**config.mk**
```make
export PLATFORM = sky130hd
export DESIGN_NAME = pcs_sequencer
export DESIGN_NICKNAME = d
export VERILOG_FILES = /design/src/logic/pcs_pkg.sv /design/src/logic/pcs_sequencer.sv /design/src/logic/pcs_phase_gen.sv
export SDC_FILE = /design/constraint.sdc
export NUM_CORES = 1
export LEC_CHECK = 0
export BUFFER_PORTS_ARGS = -buffer_cell sky130_fd_sc_hd__buf_2
export CORE_MARGIN = 2
export CORE_UTILIZATION = 50
export DETAILED_ROUTE_END_ITERATION = 12
export PLACE_DENSITY = 0.79
export REMOVE_ABC_BUFFERS = 1
export SYNTH_ARGS = -nofsm -noshare
export SYNTH_HDL_FRONTEND = slang
export SYNTH_SLANG_ARGS = --single-unit
```
**constraint.sdc**
```tcl
create_clock -name CLK_IN -period 2.25 [get_ports CLK_IN]
set_clock_uncertainty 0.15 [all_clocks]
set_input_delay 0.3375 -clock CLK_IN [delete_from_list [all_inputs] [get_ports CLK_IN]]
set_output_delay 0.3375 -clock CLK_IN [all_outputs]
set_load 0.01 [all_outputs]
```
**src/logic/pcs_pkg.sv**
```systemverilog
package pcs_pkg;
    // Counter geometry
    localparam int PC_WIDTH = 11;
    localparam int LOW_WIDTH = 8;
    localparam logic [10:0] PC_RESET = 11'h000;
    localparam logic [10:0] PC_STEP = 11'h001;
    // APB register map (byte addresses)
    localparam logic [7:0] ADDR_PC_LOW = 8'h00;
    localparam logic [7:0] ADDR_CTRL = 8'h04;
    localparam logic [7:0] ADDR_PC_FULL = 8'h08;
    localparam logic [7:0] ADDR_STATUS = 8'h0c;
    // Control register fields
    localparam int CTRL_STEP_BIT = 0;
    localparam int CTRL_SKIP_BIT = 1;
    localparam int CTRL_LOAD_BIT = 2;
    localparam int CTRL_TGT_LSB = 8;
    // Status register fields
    localparam int STAT_DUMMY_BIT = 0;
    localparam int STAT_PHASE_LSB = 4;
    // Instruction-cycle phase machine
    typedef enum logic [1:0] {
        PCS_T1 = 2'b00,
        PCS_T2 = 2'b01,
        PCS_T3 = 2'b10,
        PCS_T4 = 2'b11
    } pcs_phase_t;
endpackage

```
**src/logic/pcs_sequencer.sv**
```systemverilog
// The implementer's own choices: the register addresses and the APB register port.
`timescale 1ns/1ps
module pcs_sequencer #(
    parameter int PC_W = pcs_pkg::PC_WIDTH
) (
    // Clock and reset
    input wire logic CLK_IN,
    input wire logic RST_IN,
    // APB slave
    input wire logic PSEL_IN,
    input wire logic PENABLE_IN,
    input wire logic PWRITE_IN,
    input wire logic [7:0] PADDR_IN,
    input wire logic [31:0] PWDATA_IN,
    output logic [31:0] PRDATA_OUT,
    output logic PREADY_OUT,
    output logic PSLVERR_OUT,
    // Core view
    output logic [10:0] PC_OUT,
    output logic DUMMY_OUT,
    output logic FETCH_OUT
);
    // Only the eleven-bit counter is supported by the logic below
    if (PC_W != pcs_pkg::PC_WIDTH) begin
        $error("PC_W must be 11");
    end

    pcs_pkg::pcs_phase_t phase;
    logic t1_start;

    pcs_phase_gen u_phase (
        .CLK_IN(CLK_IN),
        .RST_IN(RST_IN),
        .phase_out(phase),
        .t1_start_out(t1_start)
    );

    logic [10:0] pc_q, pc_d;
    logic dummy_q, dummy_d;
    logic fetch_q, fetch_d;
    logic step_q, step_d;
    logic skip_q, skip_d;
    logic load_q, load_d;
    logic low_wr_q, low_wr_d;
    logic [7:0] low_val_q, low_val_d;
    logic [10:0] tgt_q, tgt_d;
    logic [31:0] prdata_d;
    logic pready_d, pslverr_d;
    logic acc, wr, unmapped;

    // Splice a new low byte under the current page
    function automatic logic [10:0] page_splice(input logic [10:0] pc, input logic [7:0] lo);
        page_splice = {pc[10:8], lo};
    endfunction

    assign acc = PSEL_IN && PENABLE_IN;
    assign wr = acc && PWRITE_IN;
    assign unmapped = (PADDR_IN != pcs_pkg::ADDR_PC_LOW) && (PADDR_IN != pcs_pkg::ADDR_CTRL)
        && (PADDR_IN != pcs_pkg::ADDR_PC_FULL) && (PADDR_IN != pcs_pkg::ADDR_STATUS);

    // Pending requests latched from the bus, consumed at T1
    always_comb begin
        step_d = step_q;
        skip_d = skip_q;
        load_d = load_q;
        low_wr_d = low_wr_q;
        low_val_d = low_val_q;
        tgt_d = tgt_q;
        if (t1_start) begin
            step_d = 1'b0;
            skip_d = 1'b0;
            load_d = 1'b0;
            low_wr_d = 1'b0;
        end
        // New request wins; a request consumed at this T1 is not replayed
        if (wr && PADDR_IN == pcs_pkg::ADDR_CTRL) begin
            step_d = step_d | PWDATA_IN[pcs_pkg::CTRL_STEP_BIT];
            skip_d = skip_d | PWDATA_IN[pcs_pkg::CTRL_SKIP_BIT];
            load_d = load_d | PWDATA_IN[pcs_pkg::CTRL_LOAD_BIT];
            tgt_d = PWDATA_IN[pcs_pkg::CTRL_TGT_LSB +: 11];
        end
        if (wr && PADDR_IN == pcs_pkg::ADDR_PC_LOW) begin
            low_wr_d = 1'b1;
            low_val_d = PWDATA_IN[7:0];
        end
    end

    // Counter next value; priority load, low write, skip, step
    always_comb begin
        pc_d = pc_q;
        dummy_d = dummy_q;
        fetch_d = t1_start;
        if (t1_start) begin
            dummy_d = 1'b0;
            if (load_q) begin
                pc_d = tgt_q;
                dummy_d = 1'b1;
            end else if (low_wr_q) begin
                pc_d = page_splice(pc_q, low_val_q);
                dummy_d = 1'b1;
            end else if (skip_q) begin
                pc_d = pc_q + pcs_pkg::PC_STEP;
                dummy_d = 1'b1;
            end else if (step_q) begin
                pc_d = pc_q + pcs_pkg::PC_STEP;
            end
        end
    end

    // APB answer, zero wait states
    always_comb begin
        prdata_d = 32'h0000_0000;
        pready_d = 1'b0;
        pslverr_d = 1'b0;
        if (PSEL_IN && !PENABLE_IN) begin
            pready_d = 1'b1;
            pslverr_d = unmapped;
            if (!PWRITE_IN) begin
                unique case (PADDR_IN)
                    pcs_pkg::ADDR_PC_LOW: prdata_d = {24'h00_0000, pc_q[7:0]};
                    pcs_pkg::ADDR_CTRL: prdata_d = {13'h0000, tgt_q, 5'h00, load_q,
                        skip_q, step_q};
                    pcs_pkg::ADDR_PC_FULL: prdata_d = {21'h00_0000, pc_q};
                    pcs_pkg::ADDR_STATUS: prdata_d = {26'h000_0000, phase, 3'h0, dummy_q};
                    default: prdata_d = 32'h0000_0000;
                endcase
            end
        end
    end

    // All state registers
    always_ff @(posedge CLK_IN or posedge RST_IN) begin
        if (RST_IN) begin
            pc_q <= pcs_pkg::PC_RESET;
            dummy_q <= 1'b0;
            fetch_q <= 1'b0;
            step_q <= 1'b0;
            skip_q <= 1'b0;
            load_q <= 1'b0;
            low_wr_q <= 1'b0;
            low_val_q <= 8'h00;
            tgt_q <= 11'h000;
            PRDATA_OUT <= 32'h0000_0000;
            PREADY_OUT <= 1'b0;
            PSLVERR_OUT <= 1'b0;
        end else begin
            pc_q <= pc_d;
            dummy_q <= dummy_d;
            fetch_q <= fetch_d;
            step_q <= step_d;
            skip_q <= skip_d;
            load_q <= load_d;
            low_wr_q <= low_wr_d;
            low_val_q <= low_val_d;
            tgt_q <= tgt_d;
            PRDATA_OUT <= prdata_d;
            PREADY_OUT <= pready_d;
            PSLVERR_OUT <= pslverr_d;
        end
    end

    assign PC_OUT = pc_q;
    assign DUMMY_OUT = dummy_q;
    assign FETCH_OUT = fetch_q;
endmodule

```
**src/logic/pcs_phase_gen.sv**
```systemverilog
`timescale 1ns/1ps
module pcs_phase_gen (
    // Clock and reset
    input wire logic CLK_IN,
    input wire logic RST_IN,
    // Phase outputs
    output pcs_pkg::pcs_phase_t phase_out,
    output logic t1_start_out
);
    pcs_pkg::pcs_phase_t phase_q, phase_d;

    // Four non-overlapping phases in rotation
    always_comb begin
        unique case (phase_q)
            pcs_pkg::PCS_T1: phase_d = pcs_pkg::PCS_T2;
            pcs_pkg::PCS_T2: phase_d = pcs_pkg::PCS_T3;
            pcs_pkg::PCS_T3: phase_d = pcs_pkg::PCS_T4;
            pcs_pkg::PCS_T4: phase_d = pcs_pkg::PCS_T1;
        endcase
    end

    // Phase register
    always_ff @(posedge CLK_IN or posedge RST_IN) begin
        if (RST_IN) begin
            phase_q <= pcs_pkg::PCS_T1;
        end else begin
            phase_q <= phase_d;
        end
    end

    assign phase_out = phase_q;
    assign t1_start_out = (phase_q == pcs_pkg::PCS_T1);
endmodule

```
==> metrics.txt <==
Top FF cell, synth=dfrtp_1; Final min period=1.91 ns; adder-cell share of the synthesized area=1.37%; total track usage=20.3%; first-pass GRT wire length=9.40 mm; post-synthesis sequential area ratio=53.8%; nets@finish=370; count leader, synth=dfrtp_1; wire per inst=14.8 um; initial antenna violation count=0; Post-Route WL=5.86 mm; mux contribution to synthesized area=9.85%; final setup fails=0; VDD IR max=0.379 mV; top cell type's share of synthesized area=53.8%; Startpoint Class=flop; Mapped Area=2750 um2; Area after DPL=3120 um2; Crit. End Element=flop; Synth Area in Compound Gates=10.8%; DR DRC count=0; DR iter-0 viols=141; Final Cycle Share=84.9%; main combinational cell family by area after synthesis=simple AND/OR/NAND/NOR gates; synth unique cells=44; Synth Register Bits=59; die area=6100 um2; routing usage on met1=27.7%; via count=2073; Pwr Total=0.00195 W; detailed placement HPWL=4.31 mm; clock sinks=59; largest net degree at the start of global routing=23; Setup Buffers After CTS=0; HP Class=input pin to flop; busiest grt layer=met2; Max Root-Sink Buffers=2; outcome=complete, no violations; Avg Inst Size Synth=11.1 um2; largest area contributor in the netlist=dfrtp_1; Required @ worst endpoint=2.34 ns; Slew Viols, Final=0; gr ovfl total=0; CORE AREA=5200 um2; simple logic cell fraction of the synthesized area=17.5%; hold violation count in the final report=0; Fmax achieved=0.523 GHz; TritonCTS clock tree=done; I/O pins=92; layout overhead on the synthesized area=19.7%; synth warn=0; area occupied by multi-input gates=1130 um2; Arr. time, crit path=2.00 ns; cell area after layout=3290 um2; Synth async-reset ratio=100%; top cells by count, synth=dfrtp_1 (59), nor2_1 (18), o21ai_0 (17); initial core utilization=52.7%; first drt pass iteration count=4; PwrDens=594 nW/um2; vias in the first global route=1931; M3 GR Usage=5.40%; number of CTS-inserted buffers=9; height of the die=78.1 um; number of enable flip-flop cells after synthesis=0; filler cell count=454; Synth Area in XOR/XNOR=0%; # port buffers=65; Max-cap violations=0; Worst-path clk slew=0.06 ns; clk_lat worst skew=0.33 ns; Die X=78.1 um; via/cell ratio=5.22; CTS root buf=clkbuf_8; LEAKAGE=1.77 nW; routing usage on met2=30.8%; num rows=26; FF/Latch Area=1480 um2; share of cells above drive strength 1=33.9%; Mapped Cells=247; CP max FO=16; Crit Path Class=flop to flop; Detail Route Antenna Nets=0; Final GP Congestion=0.877; Area contributors post-synth=dfrtp_1 (54%), mux2_2 (4.9%), mux2_4 (3.8%); H-tree levels=3; setup TNS=0 ns; # diodes=0; unrepaired setup endpoints after global routing=no
critical path, cell delays in order (launching register included):
cell	delay [ns]
dfrtp_1	0.52
or2_2	0.47
o31ai_1	0.24
buf_4	0.23
o21ai_0	0.11
o31ai_1	0.09
layout by cell type, fill, tap and decap left out, types with 2 or more instances in the layout:
| cell | count |
|---|---|
| or2_2 | 2 |
| a21oi_1 | 6 |
| o22ai_1 | 3 |
| mux2i_1 | 3 |
| buf_4 | 8 |
| nor3b_1 | 3 |
| a221oi_1 | 3 |
| nor3_1 | 3 |
| buf_2 | 65 |
| conb_1 | 13 |
| nand2_1 | 5 |
| o21ai_0 | 17 |
| ha_1 | 3 |
| mux2_4 | 7 |
| a31oi_1 | 3 |
| nand2b_1 | 4 |
| clkbuf_1 | 4 |
| nand3_1 | 9 |
| and3_1 | 13 |
| nor2_1 | 18 |
| a211oi_1 | 4 |
| o31ai_1 | 2 |
| mux2_2 | 12 |
| dfrtp_1 | 59 |
| clkinv_2 | 3 |
| nor2b_1 | 5 |
| o2bb2ai_1 | 2 |
| clkbuf_8 | 9 |
| inv_1 | 10 |
| a22oi_1 | 3 |
| and2_1 | 10 |
logic make-up (layout without fill, tap and decap cells):
| family | after synthesis | in the layout |
|---|---|---|
| other | 1 | 13 |
| buffers and inverters | 33 | 101 |
| and+or+nand+nor | 82 | 82 |
| muxes | 22 | 22 |
| adders and majority gates | 3 | 3 |
| DFF | 59 | 59 |
| AOI/OAI and AO/OA | 47 | 47 |
registers in the layout, summed over array words and instances (netlist names):
| signal | flops |
|---|---|
| PRDATA_OUT | 19 |
| PC_OUT | 11 |
| tgt_q | 11 |
| low_val_q | 8 |
| u_phase.phase_out | 2 |
| DUMMY_OUT | 1 |
| FETCH_OUT | 1 |
| PREADY_OUT | 1 |
| PSLVERR_OUT | 1 |
| load_q | 1 |
| low_wr_q | 1 |
| skip_q | 1 |
| step_q | 1 |
final timing paths:
check                         startpoint             end  slack (ns)  cells after the start
setup / recovery                  load_q       PC_OUT[2]        0.34                      5
hold / removal             PWDATA_IN[12]        tgt_q[4]        0.08                      2
setup reg to reg                  load_q       PC_OUT[2]        0.34                      5
hold reg to reg                 tgt_q[9]  PRDATA_OUT[17]        0.35                      1
max in group asynchronous         RST_IN          step_q        0.92                      4
min in group asynchronous         RST_IN   PRDATA_OUT[7]        0.40                      3
power breakdown:
part | switching [W] | leakage [nW] | internal (W)
registers | 0.00000502 | 0.807 | 0.00107
logic | 0.0000613 | 0.882 | 0.0000415
clock network | 0.000379 | 0.0812 | 0.000395
layer usage:
metal	wire (um)	vias up
li1	-	998
met4	108	0
met1	2640	983
met5	0	-
met3	340	13
met2	2770	79
stage by stage:
stage | worst slack (ns) | util [%] | hold WS [ns] | instances
6_report | 0.339 | 63.1 | 0.0827 | 397
5_1_grt | 0.231 | 63.1 | 0.0697 | 397
4_1_cts | 0.374 | 63.1 | 0.0665 | 397
3_5_place_dp | 0.0596 | 60.0 | 0.210 | 380
3_3_place_gp | 0.0900 | 60.0 | 0.204 | 380
2_1_floorplan | 0.0560 | - | 0.258 | 237
timing repair:
item,CTS,global route
hold buffers,1,0
gates resized for setup,0,0
hold endpoints to repair,20,0
layout make-up:
type                       instances  share of cell area (%)
clock buffer                      13                    4.23
clock inverter                     3                   0.457
inverter                          11                    1.26
multi-input combinational        167                    34.5
sequential                        59                    44.9
tap                               70                    2.66
timing repair buffer              74                    12.0
(Power assumes the default switching activity.)
